File: src/twc_map.vh
`ifndef TWC_MAP_VH
`define TWC_MAP_VH
// register offsets
`define TWC_OFS_BITRATE 3'h0
`define TWC_OFS_STATUS 3'h1
`define TWC_OFS_DATA 3'h2
`define TWC_OFS_OWNADR 3'h3
`define TWC_OFS_CTRL 3'h4
// control register fields
`define TWC_CTL_FLAG 7
`define TWC_CTL_ACK 6
`define TWC_CTL_STA 5
`define TWC_CTL_STO 4
`define TWC_CTL_EN 2
`define TWC_CTL_IE 0
// own address register field
`define TWC_OAR_GCE 0
// reset values
`define TWC_BITRATE_RST 8'h00
`define TWC_OWNADR_RST 8'h00
`define TWC_DATA_RST 8'hFF
// status codes
`define TWC_ST_NOINFO 8'hF8
`define TWC_ST_BUSERR 8'h00
`define TWC_ST_START 8'h08
`define TWC_ST_RSTART 8'h10
`define TWC_ST_AW_ACK 8'h18
`define TWC_ST_AW_NACK 8'h20
`define TWC_ST_DW_ACK 8'h28
`define TWC_ST_DW_NACK 8'h30
`define TWC_ST_ARB_LOST 8'h38
`define TWC_ST_AR_ACK 8'h40
`define TWC_ST_AR_NACK 8'h48
`define TWC_ST_DR_ACK 8'h50
`define TWC_ST_DR_NACK 8'h58
`define TWC_ST_SL_W 8'h60
`define TWC_ST_SL_GC 8'h70
`define TWC_ST_SR_ACK 8'h80
`define TWC_ST_SR_NACK 8'h88
`define TWC_ST_SL_STOP 8'hA0
`define TWC_ST_SL_R 8'hA8
`define TWC_ST_ST_ACK 8'hB8
`define TWC_ST_ST_NACK 8'hC0
// timing: half period base of 16-cycle fixed part, sync latency
`define TWC_HALF_BASE 15'h0008
`define TWC_SYNC_LAT 15'h0002
`define TWC_GC_ADDR 7'h00
`define TWC_LAST_BIT 4'h8
`define TWC_ADR_BIT 4'h7
`endif

File: src/twc_core.v
`timescale 1ns/1ns
`include "twc_map.vh"
////////////////////////////////////////////////////////////////////////////////
// How it works
// - master scl period 16+2*divider*4^prescale
// - slave follows scl, ignores divider
// - master high phase starts at real rise
// - 8-bit shift data register
// - hidden ack bit from control register
// - generate and detect start, stop
// - arbitration loss reported to control
// - compare address with own address
// - general call match when enabled
// - match informs control; ack per setting
// - address match works asleep, wakes cpu
// - foreign wake aborts sleep match
// - flag first, status code next cycle
// - no-information code while flag clear
// - scl held low while flag set, except in idle
// - flag on start, address, loss, data
// - flag on slave stop, bus error
// - irq needs flag, enable, global enable
// - write one clears; then operation starts
// - no flag after commanded stop
// - status shows packet done and ack
// - nine-bit packets, msb first, r/w
module twc_core (
   input wire clk_i,
   input wire rst_n_i,
   input wire [2:0] addr_i,
   input wire [7:0] wdata_i,
   input wire wr_i,
   input wire rd_i,
   output wire [7:0] rdata_o,
   input wire scl_i,
   output wire scl_o,
   output wire scl_oen_o,
   input wire sda_i,
   output wire sda_o,
   output wire sda_oen_o,
   input wire global_irq_en_i,
   input wire sleep_i,
   input wire other_wake_i,
   output wire irq_o,
   output wire wake_o
);

localparam S_IDLE = 11'h001;
localparam S_START = 11'h002;
localparam S_SDAL = 11'h004;
localparam S_RS = 11'h008;
localparam S_LOW = 11'h010;
localparam S_HIGH = 11'h020;
localparam S_HOLD = 11'h040;
localparam S_STOP1 = 11'h080;
localparam S_STOP2 = 11'h100;
localparam S_STOP3 = 11'h200;
localparam S_SLAVE = 11'h400;
// states in which we make start or stop ourselves
localparam OWN_MASK = 11'h38E;

////////////////////////////////////////////////////////////////////////////////
wire scl_s;
wire sda_s;
wire scl_rise;
wire scl_fall;
wire start_det;
wire stop_det;

twc_bus_mon u_mon (
   .clk_i(clk_i),
   .rst_n_i(rst_n_i),
   .scl_i(scl_i),
   .sda_i(sda_i),
   .scl_o(scl_s),
   .sda_o(sda_s),
   .scl_rise_o(scl_rise),
   .scl_fall_o(scl_fall),
   .start_o(start_det),
   .stop_o(stop_det)
);

reg [7:0] bit_rate_divider_r;
reg [1:0] prescaler_select_r;
reg [7:0] own_address_r;
reg ack_en_r;
reg sta_r;
reg sto_r;
reg en_r;
reg event_irq_enable_r;
reg flag_r;
reg [7:0] status_r;
reg [7:0] ev_code_r;
reg ev_r;
reg load_r;
reg [7:0] shift_data_r;
reg [10:0] st_r;
reg [14:0] tmr_r;
reg [3:0] cnt_r;
reg master_r;
reg mtx_r;
reg adr_r;
reg stx_r;
reg adr_ph_r;
reg addressed_r;
reg gc_r;
reg lost_r;
reg ack_out_r;
reg ack_in_r;
reg sda_lvl_r;
reg scl_low_r;
reg busy_r;
reg rs_r;
reg go_r;
reg wake_r;
reg rose_r;
reg [7:0] rdata_r;
reg bit_val;
reg [7:0] rd_nxt;

wire clr = wr_i & (addr_i == `TWC_OFS_CTRL) & wdata_i[`TWC_CTL_FLAG];
wire [14:0] half = `TWC_HALF_BASE + ({7'h00, bit_rate_divider_r} << {prescaler_select_r, 1'b0});
wire [14:0] half_end = half - 15'h0001;
// high phase already lost the synchroniser delay
wire [14:0] high_end = half - `TWC_SYNC_LAT - 15'h0001;
wire own_cond = |(st_r & OWN_MASK);
wire tx_now = master_r ? (adr_r | mtx_r) : stx_r;
wire own_hit = shift_data_r[7:1] == own_address_r[7:1];
wire gc_hit = own_address_r[`TWC_OAR_GCE] & (shift_data_r[7:1] == `TWC_GC_ADDR);
wire bus_err = master_r ? (st_r == S_LOW || st_r == S_HIGH) : (cnt_r != 4'h0);

// msb first, ninth bit is acknowledge
always @* begin
   if (cnt_r < `TWC_LAST_BIT) begin
      bit_val = tx_now ? shift_data_r[7] : 1'b1;
   end else begin
      bit_val = tx_now ? 1'b1 : ~ack_out_r;
   end
end

////////////////////////////////////////////////////////////////////////////////
// software registers
always @(posedge clk_i or negedge rst_n_i) begin
   if (!rst_n_i) begin
      bit_rate_divider_r <= `TWC_BITRATE_RST;
      prescaler_select_r <= 2'h0;
      own_address_r <= `TWC_OWNADR_RST;
      ack_en_r <= 1'b0;
      sta_r <= 1'b0;
      sto_r <= 1'b0;
      en_r <= 1'b0;
      event_irq_enable_r <= 1'b0;
   end else if (wr_i) begin
      if (addr_i == `TWC_OFS_BITRATE) begin
         bit_rate_divider_r <= wdata_i;
      end else if (addr_i == `TWC_OFS_STATUS) begin
         prescaler_select_r <= wdata_i[1:0];
      end else if (addr_i == `TWC_OFS_OWNADR) begin
         own_address_r <= wdata_i;
      end else if (addr_i == `TWC_OFS_CTRL) begin
         ack_en_r <= wdata_i[`TWC_CTL_ACK];
         sta_r <= wdata_i[`TWC_CTL_STA];
         sto_r <= wdata_i[`TWC_CTL_STO];
         en_r <= wdata_i[`TWC_CTL_EN];
         event_irq_enable_r <= wdata_i[`TWC_CTL_IE];
      end
   end
end

// flag now, code one cycle later
always @(posedge clk_i or negedge rst_n_i) begin
   if (!rst_n_i) begin
      flag_r <= 1'b0;
      load_r <= 1'b0;
      status_r <= `TWC_ST_NOINFO;
   end else begin
      // write one clears, a new event wins
      flag_r <= ev_r | (flag_r & ~clr);
      load_r <= ev_r;
      if (load_r) begin
         status_r <= ev_code_r;
      end else if (!flag_r) begin
         status_r <= `TWC_ST_NOINFO;
      end
   end
end

always @* begin
   rd_nxt = 8'h00;
   if (addr_i == `TWC_OFS_BITRATE) begin
      rd_nxt = bit_rate_divider_r;
   end else if (addr_i == `TWC_OFS_STATUS) begin
      rd_nxt = {status_r[7:3], 1'b0, prescaler_select_r};
   end else if (addr_i == `TWC_OFS_DATA) begin
      rd_nxt = shift_data_r;
   end else if (addr_i == `TWC_OFS_OWNADR) begin
      rd_nxt = own_address_r;
   end else if (addr_i == `TWC_OFS_CTRL) begin
      rd_nxt = {flag_r, ack_en_r, sta_r, sto_r, 1'b0, en_r, 1'b0, event_irq_enable_r};
   end
end

always @(posedge clk_i or negedge rst_n_i) begin
   if (!rst_n_i) begin
      rdata_r <= 8'h00;
   end else begin
      rdata_r <= rd_i ? rd_nxt : 8'h00;
   end
end

////////////////////////////////////////////////////////////////////////////////
// bus engine
always @(posedge clk_i or negedge rst_n_i) begin
   if (!rst_n_i) begin
      st_r <= S_IDLE;
      tmr_r <= 15'h0000;
      cnt_r <= 4'h0;
      shift_data_r <= `TWC_DATA_RST;
      ev_r <= 1'b0;
      ev_code_r <= `TWC_ST_NOINFO;
      master_r <= 1'b0;
      mtx_r <= 1'b0;
      adr_r <= 1'b0;
      stx_r <= 1'b0;
      adr_ph_r <= 1'b0;
      addressed_r <= 1'b0;
      gc_r <= 1'b0;
      lost_r <= 1'b0;
      ack_out_r <= 1'b0;
      ack_in_r <= 1'b1;
      sda_lvl_r <= 1'b1;
      scl_low_r <= 1'b0;
      busy_r <= 1'b0;
      rs_r <= 1'b0;
      go_r <= 1'b0;
      wake_r <= 1'b0;
      rose_r <= 1'b0;
   end else begin
      ev_r <= 1'b0;
      wake_r <= 1'b0;
      tmr_r <= tmr_r + 15'h0001;
      // detection is never gated by sleep
      if (start_det) begin
         busy_r <= 1'b1;
      end else if (stop_det) begin
         busy_r <= 1'b0;
      end
      // the scl fall that closes a start carries no bit
      if (start_det) begin
         rose_r <= 1'b0;
      end else if (scl_rise) begin
         rose_r <= 1'b1;
      end
      // hidden ack bit loaded from control
      if (clr) begin
         ack_out_r <= wdata_i[`TWC_CTL_ACK];
         go_r <= 1'b1;
      end
      // byte written only while the engine is not shifting
      if (wr_i && addr_i == `TWC_OFS_DATA && (flag_r || st_r == S_IDLE)) begin
         shift_data_r <= wdata_i;
      end
      if (!en_r) begin
         st_r <= S_IDLE;
         master_r <= 1'b0;
         addressed_r <= 1'b0;
         scl_low_r <= 1'b0;
         sda_lvl_r <= 1'b1;
      end else if (sleep_i && other_wake_i && st_r == S_SLAVE && adr_ph_r) begin
         st_r <= S_IDLE;
         sda_lvl_r <= 1'b1;
      end else if ((start_det || stop_det) && !own_cond && bus_err) begin
         ev_r <= 1'b1;
         ev_code_r <= `TWC_ST_BUSERR;
         st_r <= S_IDLE;
         master_r <= 1'b0;
         addressed_r <= 1'b0;
         scl_low_r <= 1'b0;
         sda_lvl_r <= 1'b1;
      end else if (start_det && !own_cond && !master_r) begin
         if (addressed_r) begin
            ev_r <= 1'b1;
            ev_code_r <= `TWC_ST_SL_STOP;
         end
         st_r <= S_SLAVE;
         cnt_r <= 4'h0;
         adr_ph_r <= 1'b1;
         addressed_r <= 1'b0;
         stx_r <= 1'b0;
         sda_lvl_r <= 1'b1;
      end else if (stop_det && !own_cond && !master_r) begin
         if (addressed_r) begin
            ev_r <= 1'b1;
            ev_code_r <= `TWC_ST_SL_STOP;
         end
         st_r <= S_IDLE;
         addressed_r <= 1'b0;
         sda_lvl_r <= 1'b1;
      end else begin
         case (st_r)
            S_IDLE: begin
               // a stale count would make the next start a bus error
               cnt_r <= 4'h0;
               scl_low_r <= 1'b0;
               sda_lvl_r <= 1'b1;
               // nothing starts while the flag is set
               if (go_r && !flag_r && !sta_r) begin
                  go_r <= 1'b0;
               end else if (go_r && !flag_r && !busy_r) begin
                  go_r <= 1'b0;
                  master_r <= 1'b1;
                  rs_r <= 1'b0;
                  tmr_r <= 15'h0000;
                  st_r <= S_START;
               end
            end
            S_START: begin
               scl_low_r <= 1'b0;
               sda_lvl_r <= 1'b1;
               if (!scl_s) begin
                  tmr_r <= 15'h0000;
               end else if (tmr_r == high_end) begin
                  sda_lvl_r <= 1'b0;
                  tmr_r <= 15'h0000;
                  st_r <= S_SDAL;
               end
            end
            S_SDAL: begin
               if (tmr_r == half_end) begin
                  scl_low_r <= 1'b1;
                  ev_r <= 1'b1;
                  ev_code_r <= rs_r ? `TWC_ST_RSTART : `TWC_ST_START;
                  adr_r <= 1'b1;
                  cnt_r <= 4'h0;
                  st_r <= S_HOLD;
               end
            end
            S_RS: begin
               scl_low_r <= 1'b1;
               sda_lvl_r <= 1'b1;
               if (tmr_r == half_end) begin
                  scl_low_r <= 1'b0;
                  tmr_r <= 15'h0000;
                  st_r <= S_START;
               end
            end
            S_HOLD: begin
               scl_low_r <= 1'b1;
               if (go_r && !flag_r) begin
                  go_r <= 1'b0;
                  tmr_r <= 15'h0000;
                  if (sto_r) begin
                     st_r <= S_STOP1;
                  end else if (sta_r) begin
                     rs_r <= 1'b1;
                     st_r <= S_RS;
                  end else begin
                     cnt_r <= 4'h0;
                     if (adr_r) begin
                        mtx_r <= ~shift_data_r[0];
                     end
                     st_r <= S_LOW;
                  end
               end
            end
            S_LOW: begin
               scl_low_r <= 1'b1;
               sda_lvl_r <= bit_val;
               if (tmr_r == half_end) begin
                  scl_low_r <= 1'b0;
                  tmr_r <= 15'h0000;
                  st_r <= S_HIGH;
               end
            end
            S_HIGH: begin
               // a stretched low restarts the high count
               if (!scl_s) begin
                  tmr_r <= 15'h0000;
               end else if (tmr_r == high_end) begin
                  scl_low_r <= 1'b1;
                  tmr_r <= 15'h0000;
                  if (cnt_r == `TWC_LAST_BIT) begin
                     // packet done, code carries the ack
                     ev_r <= 1'b1;
                     if (adr_r) begin
                        ev_code_r <= mtx_r ? (ack_in_r ? `TWC_ST_AW_NACK : `TWC_ST_AW_ACK)
                                           : (ack_in_r ? `TWC_ST_AR_NACK : `TWC_ST_AR_ACK);
                     end else if (mtx_r) begin
                        ev_code_r <= ack_in_r ? `TWC_ST_DW_NACK : `TWC_ST_DW_ACK;
                     end else begin
                        ev_code_r <= ack_out_r ? `TWC_ST_DR_ACK : `TWC_ST_DR_NACK;
                     end
                     adr_r <= 1'b0;
                     st_r <= S_HOLD;
                  end else begin
                     cnt_r <= cnt_r + 4'h1;
                     st_r <= S_LOW;
                  end
               end
               if (scl_rise) begin
                  if (cnt_r < `TWC_LAST_BIT) begin
                     // shift in what the bus shows
                     shift_data_r <= {shift_data_r[6:0], sda_s};
                     if (tx_now && sda_lvl_r && !sda_s) begin
                        master_r <= 1'b0;
                        lost_r <= 1'b1;
                        scl_low_r <= 1'b0;
                        sda_lvl_r <= 1'b1;
                        ack_out_r <= 1'b0;
                        adr_ph_r <= adr_r;
                        addressed_r <= 1'b0;
                        stx_r <= 1'b0;
                        st_r <= S_SLAVE;
                     end
                  end else begin
                     ack_in_r <= sda_s;
                  end
               end
            end
            S_STOP1: begin
               scl_low_r <= 1'b1;
               sda_lvl_r <= 1'b0;
               if (tmr_r == half_end) begin
                  scl_low_r <= 1'b0;
                  tmr_r <= 15'h0000;
                  st_r <= S_STOP2;
               end
            end
            S_STOP2: begin
               if (!scl_s) begin
                  tmr_r <= 15'h0000;
               end else if (tmr_r == high_end) begin
                  sda_lvl_r <= 1'b1;
                  tmr_r <= 15'h0000;
                  st_r <= S_STOP3;
               end
            end
            S_STOP3: begin
               // back to idle with no event
               if (tmr_r == half_end) begin
                  master_r <= 1'b0;
                  st_r <= S_IDLE;
               end
            end
            S_SLAVE: begin
               scl_low_r <= 1'b0;
               // data only changes while scl is low
               if (!scl_s) begin
                  sda_lvl_r <= bit_val;
               end
               if (scl_rise) begin
                  if (cnt_r < `TWC_LAST_BIT) begin
                     shift_data_r <= {shift_data_r[6:0], sda_s};
                  end else begin
                     ack_in_r <= sda_s;
                  end
               end
               if (scl_fall && rose_r) begin
                  if (cnt_r == `TWC_LAST_BIT) begin
                     cnt_r <= 4'h0;
                     adr_ph_r <= 1'b0;
                     lost_r <= 1'b0;
                     ev_r <= addressed_r | lost_r;
                     if (!addressed_r) begin
                        ev_code_r <= `TWC_ST_ARB_LOST;
                        st_r <= S_IDLE;
                     end else if (adr_ph_r) begin
                        // addressed by own or general call
                        ev_code_r <= stx_r ? `TWC_ST_SL_R
                                           : (gc_r ? `TWC_ST_SL_GC : `TWC_ST_SL_W);
                     end else if (stx_r) begin
                        ev_code_r <= ack_in_r ? `TWC_ST_ST_NACK : `TWC_ST_ST_ACK;
                        if (ack_in_r) begin
                           addressed_r <= 1'b0;
                           st_r <= S_IDLE;
                        end
                     end else begin
                        ev_code_r <= ack_out_r ? `TWC_ST_SR_ACK : `TWC_ST_SR_NACK;
                     end
                  end else begin
                     cnt_r <= cnt_r + 4'h1;
                     if (cnt_r == `TWC_ADR_BIT && adr_ph_r) begin
                        if (own_hit || gc_hit) begin
                           addressed_r <= 1'b1;
                           gc_r <= gc_hit & ~own_hit;
                           stx_r <= shift_data_r[0];
                           ack_out_r <= ack_en_r;
                           wake_r <= sleep_i;
                        end else begin
                           ev_r <= lost_r;
                           ev_code_r <= `TWC_ST_ARB_LOST;
                           lost_r <= 1'b0;
                           st_r <= S_IDLE;
                        end
                     end
                  end
               end
            end
            default: begin
               st_r <= S_IDLE;
            end
         endcase
      end
   end
end

////////////////////////////////////////////////////////////////////////////////
assign rdata_o = rdata_r;
assign scl_o = 1'b0;
assign sda_o = 1'b0;
// hold scl while the flag waits on software
assign scl_oen_o = ~(scl_low_r | (flag_r & (st_r != S_IDLE)));
assign sda_oen_o = sda_lvl_r;
assign irq_o = flag_r & event_irq_enable_r & global_irq_en_i;
assign wake_o = wake_r;

endmodule // twc_core

File: src/twc_bus_mon.v
`timescale 1ns/1ns
module twc_bus_mon (
   input wire clk_i,
   input wire rst_n_i,
   input wire scl_i,
   input wire sda_i,
   output wire scl_o,
   output wire sda_o,
   output wire scl_rise_o,
   output wire scl_fall_o,
   output wire start_o,
   output wire stop_o
);

reg [1:0] scl_sync_r;
reg [1:0] sda_sync_r;
reg scl_q_r;
reg sda_q_r;

// idle bus is high, so the chain resets high to avoid a false edge
always @(posedge clk_i or negedge rst_n_i) begin
   if (!rst_n_i) begin
      scl_sync_r <= 2'h3;
      sda_sync_r <= 2'h3;
      scl_q_r <= 1'b1;
      sda_q_r <= 1'b1;
   end else begin
      scl_sync_r <= {scl_sync_r[0], scl_i};
      sda_sync_r <= {sda_sync_r[0], sda_i};
      scl_q_r <= scl_sync_r[1];
      sda_q_r <= sda_sync_r[1];
   end
end

assign scl_o = scl_sync_r[1];
assign sda_o = sda_sync_r[1];
assign scl_rise_o = scl_sync_r[1] & ~scl_q_r;
assign scl_fall_o = ~scl_sync_r[1] & scl_q_r;
// sda moving while scl stays high
assign start_o = scl_sync_r[1] & scl_q_r & sda_q_r & ~sda_sync_r[1];
assign stop_o = scl_sync_r[1] & scl_q_r & ~sda_q_r & sda_sync_r[1];

endmodule // twc_bus_mon

File: config.mk
export PLATFORM = sky130hd
export DESIGN_NAME = twc_core
export DESIGN_NICKNAME = d
export VERILOG_FILES = /design/src/twc_core.v /design/src/twc_bus_mon.v
export VERILOG_INCLUDE_DIRS = /design/src /design/src/src
export SDC_FILE = /design/constraint.sdc
export NUM_CORES = 1
export LEC_CHECK = 0
export ABC_AREA = 1
export BUFFER_PORTS_ARGS = -buffer_cell sky130_fd_sc_hd__clkbuf_2
export CORE_ASPECT_RATIO = 0.7
export CORE_MARGIN = 10
export CORE_UTILIZATION = 25
export CTS_CLUSTER_SIZE = 8
export DETAILED_ROUTE_END_ITERATION = 16
export GPL_TIMING_DRIVEN = 0
export MAX_ROUTING_LAYER = met4
export PLACE_DENSITY_LB_ADDON = 0.3
export SYNTH_ARGS = -nofsm -noshare
export SYNTH_HDL_FRONTEND = slang
export SYNTH_SLANG_ARGS = --single-unit
File: constraint.sdc
create_clock -name clk_i -period 6.25 [get_ports clk_i]
set_input_delay 0.3125 -clock clk_i [delete_from_list [all_inputs] [get_ports clk_i]]
set_output_delay 0.3125 -clock clk_i [all_outputs]
set_load 0.02 [all_outputs]
==> impl_metrics.json, run 1 <==
{
  "outcome": "completed",
  "grt_use_met3_pct": 4.26,
  "worst_ep_required_time_ns": 6.53,
  "grt_pass1_wl_um": 48700,
  "die-area_sq_mm": 0.0421,
  "place_inst": 1803,
  "skew_ns": 0.0161,
  "fin_util_pct": 28.6,
  "synthesis.area_sq_mm": 0.00855,
  "ys_seq_elements": 105,
  "vdd_drop_max_mv": 0.132,
  "hold_slack_ns": 0.130,
  "slew_viol_final": 0,
  "ys_async_sr_fraction_pct": 100,
  "grt_pass1_vias": 8283,
  "nNetsFinal": 1412,
  "dpl_cell_area_sq_mm": 0.00929,
  "finalSetupViolations": 0,
  "grt_start_max_net_pins": 76,
  "clock_sinks": 105,
  "ctsResizeCount": 0,
  "hold_violations": 0,
  "syn_inst": 1335,
  "track_usage_pct": 15.2,
  "hold_buffers": 3,
  "yosysWarnings": 0,
  "drtIter0Drc": 928,
  "cts_tree": "built",
  "via_per_inst": 4.97,
  "ys_types": 55,
  "drc": 0,
  "layout_common_cells": "nand2_1, inv_1, nand3_1, nor2_1, o21ai_0",
  "cts_root_buf": "clkbuf_16",
  "final.fill_count": 3817,
  "area_delta_synth_final_pct": 12.6,
  "io_buffers": 31,
  "rows": 56,
  "hold_depth": 3,
  "max_freq_ghz": 0.240,
  "rsz0062_at_grt": "false",
  "die_h_um": 175,
  "reg2reg_depth": 23,
  "cts_max_level": 3,
  "cts_setup_buffers": 0,
  "yosysSeqAreaShare_pct": 31.1,
  "path_class": "flop to flop",
  "n_antenna_cell": 0,
  "antenna_found_initial": 0,
  "grt_use_met2_pct": 18.3,
  "clockBufferDepth": 2,
  "path_clk_slew_ns": 0.08,
  "top_usage_layer": "met1",
  "io_pins": 34,
  "numCtsBuffers": 9,
  "crit_fanout": 10,
  "cp.arrival_ns": 4.45,
  "ys.flop_type": "dfrtp_1",
  "ant_nets": 0,
  "power.density_mw_per_mm2": 314,
  "fin_crit_ns": 4.17,
  "dr_total_vias": 9049,
  "avgSynthCellArea_sq_um": 6.41,
  "start_util_pct": 25.4,
  "drive_above_1_share_pct": 12.5,
  "synth_edf_count": 0,
  "multi_input_area_sq_mm": 0.00503,
  "cellLeakagePower_uw": 0.00479,
  "hold-path-endpoint": "wake_o",
  "layout_commonest_cell": "nand2_1",
  "cp-end-kind": "flop",
  "dr.pass1.iters": 6,
  "clock_latency_ns": 0.38,
  "regToRegSetupSlack_ns": 2.08,
  "critPathLaunchType": "flop",
  "maxCapViolCount": 0,
  "relSlewSlack_pct": 34.4,
  "place_congestion": 0.992,
  "finalCritPeriodShare_pct": 66.7,
  "fin_cells": 1822,
  "r2r_start": "prescaler_select_r[0]",
  "drt-total-wl_um": 31000,
  "met1_usage_pct": 23.8,
  "overflow": 0,
  "wire_per_inst_um": 17.0,
  "design_area_sq_mm": 0.00963,
  "die_w_um": 241,
  "tns_ns": 0,
  "r2r-end": "tmr_r[9]",
  "min-delay-start": "sleep_i",
  "hpwl_um": 25000,
  "worstMarginPinSlew_ns": 0.975,
  "core-area_sq_mm": 0.0336,
  "hp-class": "primary input to flop",
  "seq_area_sq_mm": 0.00266
}
[worst max-delay path: stages (launching register included)]
cell and delay, ns:
dfrtp_1 0.48, inv_2 0.14, buf_6 0.16, nand2_2 0.07, nand2_2 0.10, inv_2 0.06, o21ai_0 0.25, ha_1 0.27
inv_1 0.09, nand3_1 0.12, nand3_1 0.17, nor2_2 0.31, nand3_2 0.17, nor2_2 0.23, nand2_1 0.07, nand2_1 0.08
nand4_1 0.11, nor2_1 0.15, nand3_2 0.24, nand2_1 0.24, nand3_1 0.17, buf_2 0.25, nand3_1 0.11, inv_1 0.04
[flip-flops by register name, indices dropped and copies added, names as in the netlist, 2 cells and up]
| register | flops |
|---|---|
| bit_rate_divider_r | 8 |
| cnt_r | 4 |
| ev_code_r | 5 |
| own_address_r | 8 |
| prescaler_select_r | 2 |
| rdata_o | 8 |
| shift_data_r | 8 |
| st_r | 11 |
| status_r | 5 |
| tmr_r | 15 |
| u_mon.scl_sync_r | 2 |
| u_mon.sda_sync_r | 2 |
[power by group]
part           leakage (uW)  switching (uW)  internal (uW)
Sequential          0.00130             167            835
Clock              0.000148             319            296
Combinational       0.00335             970            436
[cell usage after synthesis (4+ instances only)]
| cell type | count | share of area, % |
|---|---|---|
| nand2_1 | 397 | 17 |
| inv_1 | 188 | 8.2 |
| nand3_1 | 137 | 8.0 |
| nor2_1 | 115 | 5.0 |
| o21ai_0 | 80 | 4.7 |
| dfrtp_1 | 78 | 23 |
| a21oi_1 | 35 | 2.0 |
| nor3_1 | 31 | 1.8 |
| nand4_1 | 30 | 2.2 |
| dfstp_2 | 27 | 8.3 |
| nand2_2 | 20 | 1.5 |
| nand3_2 | 15 | 1.8 |
| nor2_2 | 15 | 1.1 |
| xor2_1 | 15 | 1.5 |
| inv_2 | 14 | 0.61 |
| clkbuf_1 | 10 | 0.44 |
| ha_1 | 10 | 1.5 |
| o211ai_1 | 10 | 0.88 |
| nor2_4 | 8 | 1.1 |
| nor4_1 | 8 | 0.59 |
| nand3b_1 | 7 | 0.61 |
| a221oi_1 | 6 | 0.61 |
| o21ai_1 | 6 | 0.35 |
| o31ai_1 | 6 | 0.53 |
| a31oi_1 | 5 | 0.37 |
| xnor2_1 | 5 | 0.51 |
| a211oi_1 | 4 | 0.35 |
| buf_2 | 4 | 0.23 |
| mux2_2 | 4 | 0.53 |
| nand2_4 | 4 | 0.53 |
[kinds of logic after synthesis]
| family | after synthesis | synth area share, % |
|---|---|---|
| buffers and inverters | 224 | 10.2 |
| flip-flops | 105 | 31.1 |
| multiplexers | 5 | 0.644 |
| AND/OR/NAND/NOR | 796 | 42.6 |
| adder cells (fa/ha/maj) | 10 | 1.46 |
| XOR/XNOR | 20 | 2.05 |
| other | 1 | 0.0438 |
| AO/OA/AOI/OAI | 174 | 11.9 |
[routing by layer]
layer / vias up / part of all wire (%)
met5: - / 0
met4: 0 / 1.3
met3: 33 / 8.9
met2: 321 / 36
met1: 4258 / 54
li1: 4437 / -
[how the worst max path moves through the flow]
stage	start	endpoint	slack, ns
global route	prescaler_select_r[0]	st_r[1]	1.68
finish	prescaler_select_r[0]	tmr_r[9]	2.08
CTS	prescaler_select_r[0]	cnt_r[3]	2.11
global placement	prescaler_select_r[0]	tmr_r[9]	2.09
detailed placement	prescaler_select_r[0]	cnt_r[3]	2.12
floorplan	prescaler_select_r[0]	tmr_r[6]	3.13
[metrics by stage]
step	total power (uW)	worst slack, ns
floorplan	1970	3.13
global placement	2370	2.09
detailed placement	2380	2.12
CTS	3010	2.11
global route	3260	1.68
finish	3020	2.08
[cell type report]
class,count,area share [%]
timing repair buffer,35,2.30
inverter,206,8.04
clock inverter,6,0.689
buffer,18,0.988
sequential,105,27.6
clock buffer,10,2.48
tap,435,5.65
multi-input combinational,1007,52.2
Note: power is estimated with default switching activity, not from simulation.
==> inputs of run 2 (changes only) <==
==> constraint.sdc (replaced) <==
create_clock -name clk_i -period 4.14 [get_ports clk_i]
set_input_delay 0.207 -clock clk_i [delete_from_list [all_inputs] [get_ports clk_i]]
set_output_delay 0.207 -clock clk_i [all_outputs]
set_load 0.02 [all_outputs]
==> run 2 against run 1 <==
  * Setup slack got worse by 1.8 ns
  * Largest power group unchanged
  * Register-to-register slack worse by 1.8 ns
  * Die area did not move
  * Critical path depth decreased by 6
  * Clock skew is essentially flat
  * Critical path type unchanged
  * Core utilization up 0.27 points
  * Combinational power is 54% higher
  * Final area is 0.95% higher
==> impl_metrics.json, run 2 (synthesis gave the netlist of run 1 again) <==
{
  "hpwl_um": 25000,
  "crit_chain": "inv_1 -> nand2_1 -> nor2_1 -> nand2_1 -> nor3_2 -> nand2_1 -> nand2_1 -> nor2_2 -> nand2_1 -> nor2_1 -> o21ai_0 -> nand4_1 -> nor2_1 -> nand2_2 -> nor2_4 -> nand3_1 -> nand2_1",
  "critPathLaunchType": "flop",
  "crit_slowest_cell": "nor3_2",
  "cp.arrival_ns": 4.18,
  "seq_area_sq_mm": 0.00266,
  "finalSetupViolations": 0,
  "clock_latency_ns": 0.38,
  "fin_crit_ns": 3.86,
  "min-delay-start": "sleep_i",
  "via_per_inst": 4.94,
  "rsz0062_at_grt": "false",
  "io_pins": 34,
  "power.density_mw_per_mm2": 474,
  "io_buffers": 31,
  "cp-end-kind": "flop",
  "layout_commonest_cell": "nand2_1",
  "maxCapViolCount": 0,
  "top_regs": "tmr_r (15), st_r (11)",
  "hold_depth": 3,
  "n_antenna_cell": 0,
  "vdd_drop_max_mv": 0.197,
  "nNetsFinal": 1415,
  "drt-total-wl_um": 31200,
  "core-area_sq_mm": 0.0336,
  "cts_tree": "built",
  "worstMarginPinSlew_ns": 1.02,
  "place_congestion": 0.992,
  "slew_viol_final": 0,
  "outcome": "completed",
  "path_class": "flop to flop",
  "dr_total_vias": 9021,
  "area_delta_synth_final_pct": 13.6,
  "die_w_um": 241,
  "skew_ns": 0.0158,
  "multi_input_area_sq_mm": 0.00510,
  "cp_common_cell": "nand2_1",
  "cts_root_buf": "clkbuf_16",
  "start_util_pct": 25.4,
  "fin_cells": 1825,
  "r2r_start": "st_r[3]",
  "wire_per_inst_um": 17.1,
  "cp_slowest_stage_delay_ns": 0.54,
  "fin_util_pct": 28.9,
  "finalCritPeriodShare_pct": 93.2,
  "hold-path-endpoint": "wake_o",
  "design_area_sq_mm": 0.00972,
  "grt_start_max_net_pins": 76,
  "final.fill_count": 3812,
  "cts_max_level": 3,
  "dr.pass1.iters": 5,
  "drc": 0,
  "die_h_um": 175,
  "relSlewSlack_pct": 31.1,
  "clockBufferDepth": 2,
  "hold_slack_ns": 0.0273,
  "track_usage_pct": 15.2,
  "dpl_cell_area_sq_mm": 0.00929,
  "drive_above_1_share_pct": 13.3,
  "hold_violations": 0,
  "grt_pass1_wl_um": 48700,
  "grt_pass1_vias": 8283,
  "max_freq_ghz": 0.259,
  "drtIter0Drc": 980,
  "overflow": 0,
  "die-area_sq_mm": 0.0421,
  "largest_reg_flops": 15,
  "clock_sinks": 105,
  "crit_fanout": 8,
  "path_clk_slew_ns": 0.09,
  "hp-class": "primary input to flop",
  "numCtsBuffers": 9,
  "antenna_found_initial": 0,
  "regMostFlops": "tmr_r",
  "rows": 56,
  "layout_common_cells": "nand2_1, inv_1, nand3_1, nor2_1, o21ai_0",
  "place_inst": 1803,
  "reg2reg_depth": 17,
  "r2r-end": "st_r[2]",
  "worst_ep_required_time_ns": 4.46,
  "ant_nets": 0,
  "cellLeakagePower_uw": 0.00482,
  "regToRegSetupSlack_ns": 0.28,
  "tns_ns": 0
}
-- run 2: cell types whose count changed in the layout (fill, tap and decap cells not counted), moves of 2 or more --
cell,previous run,this run
buf_4,2,4
nand3_1,137,135
nor2_1,115,112
nor2_2,15,12
nor2_4,8,15
-- run 2: what timing repair did --
| action | CTS | global route |
|---|---|---|
| hold endpoints to repair | 28 | 0 |
| endpoints found under the setup margin | 1 | 40 |
| resized for setup | 0 | 19 |
| gates cloned | 0 | 1 |
| hold buffers | 3 | 0 |
| setup buffers | 0 | 2 |
| pin swaps | 0 | 3 |
-- run 2: routing by layer --
metal | global-route usage, % | part of all wire, % | vias to the layer above
met3 | 4.26 | 8.7 | 25
met5 | - | 0 | -
met1 | 23.8 | 54 | 4246
li1 | - | - | 4442
met4 | 3.00 | 1.2 | 0
met2 | 18.3 | 36 | 308
-- run 2: how the worst max path moves through the flow --
stage | to | startpoint | cells after the start
3_3_place_gp | tmr_r[9] | prescaler_select_r[0] | 23
6_report | st_r[2] | st_r[3] | 17
5_1_grt | st_r[1] | prescaler_select_r[0] | 25
3_5_place_dp | cnt_r[3] | prescaler_select_r[0] | 22
2_1_floorplan | tmr_r[6] | prescaler_select_r[0] | 25
4_1_cts | cnt_r[3] | prescaler_select_r[0] | 22
-- run 2: stage by stage --
stage | total power [uW] | worst slack (ns)
global route | 4970 | 0.00455
CTS | 4550 | -0.00316
floorplan | 2970 | 1.02
global placement | 3580 | -0.0158
detailed placement | 3600 | 0.0136
finish | 4610 | 0.280
-- run 2: worst max-delay path, delay by kind of cell (launching register included) --
family	cells	cell delay [ns]
simple gates	15	3.08
flops	1	0.41
compound gates	1	0.21
buf+inv	1	0.08
-- run 2: cell type report --
cell class,instances,share of cell area [%]
clock buffer,10,2.46
buffer,18,0.991
timing repair buffer,37,2.43
clock inverter,6,0.682
multi-input combinational,1008,52.5
tap,435,5.60
inverter,206,7.97
sequential,105,27.4
-- run 2: where the power goes --
part           internal, uW  switching [uW]  leakage [uW]
Combinational           673            1500       0.00337
Sequential             1260             253       0.00130
Clock                   446             480      0.000148
Total                  2380            2230       0.00482
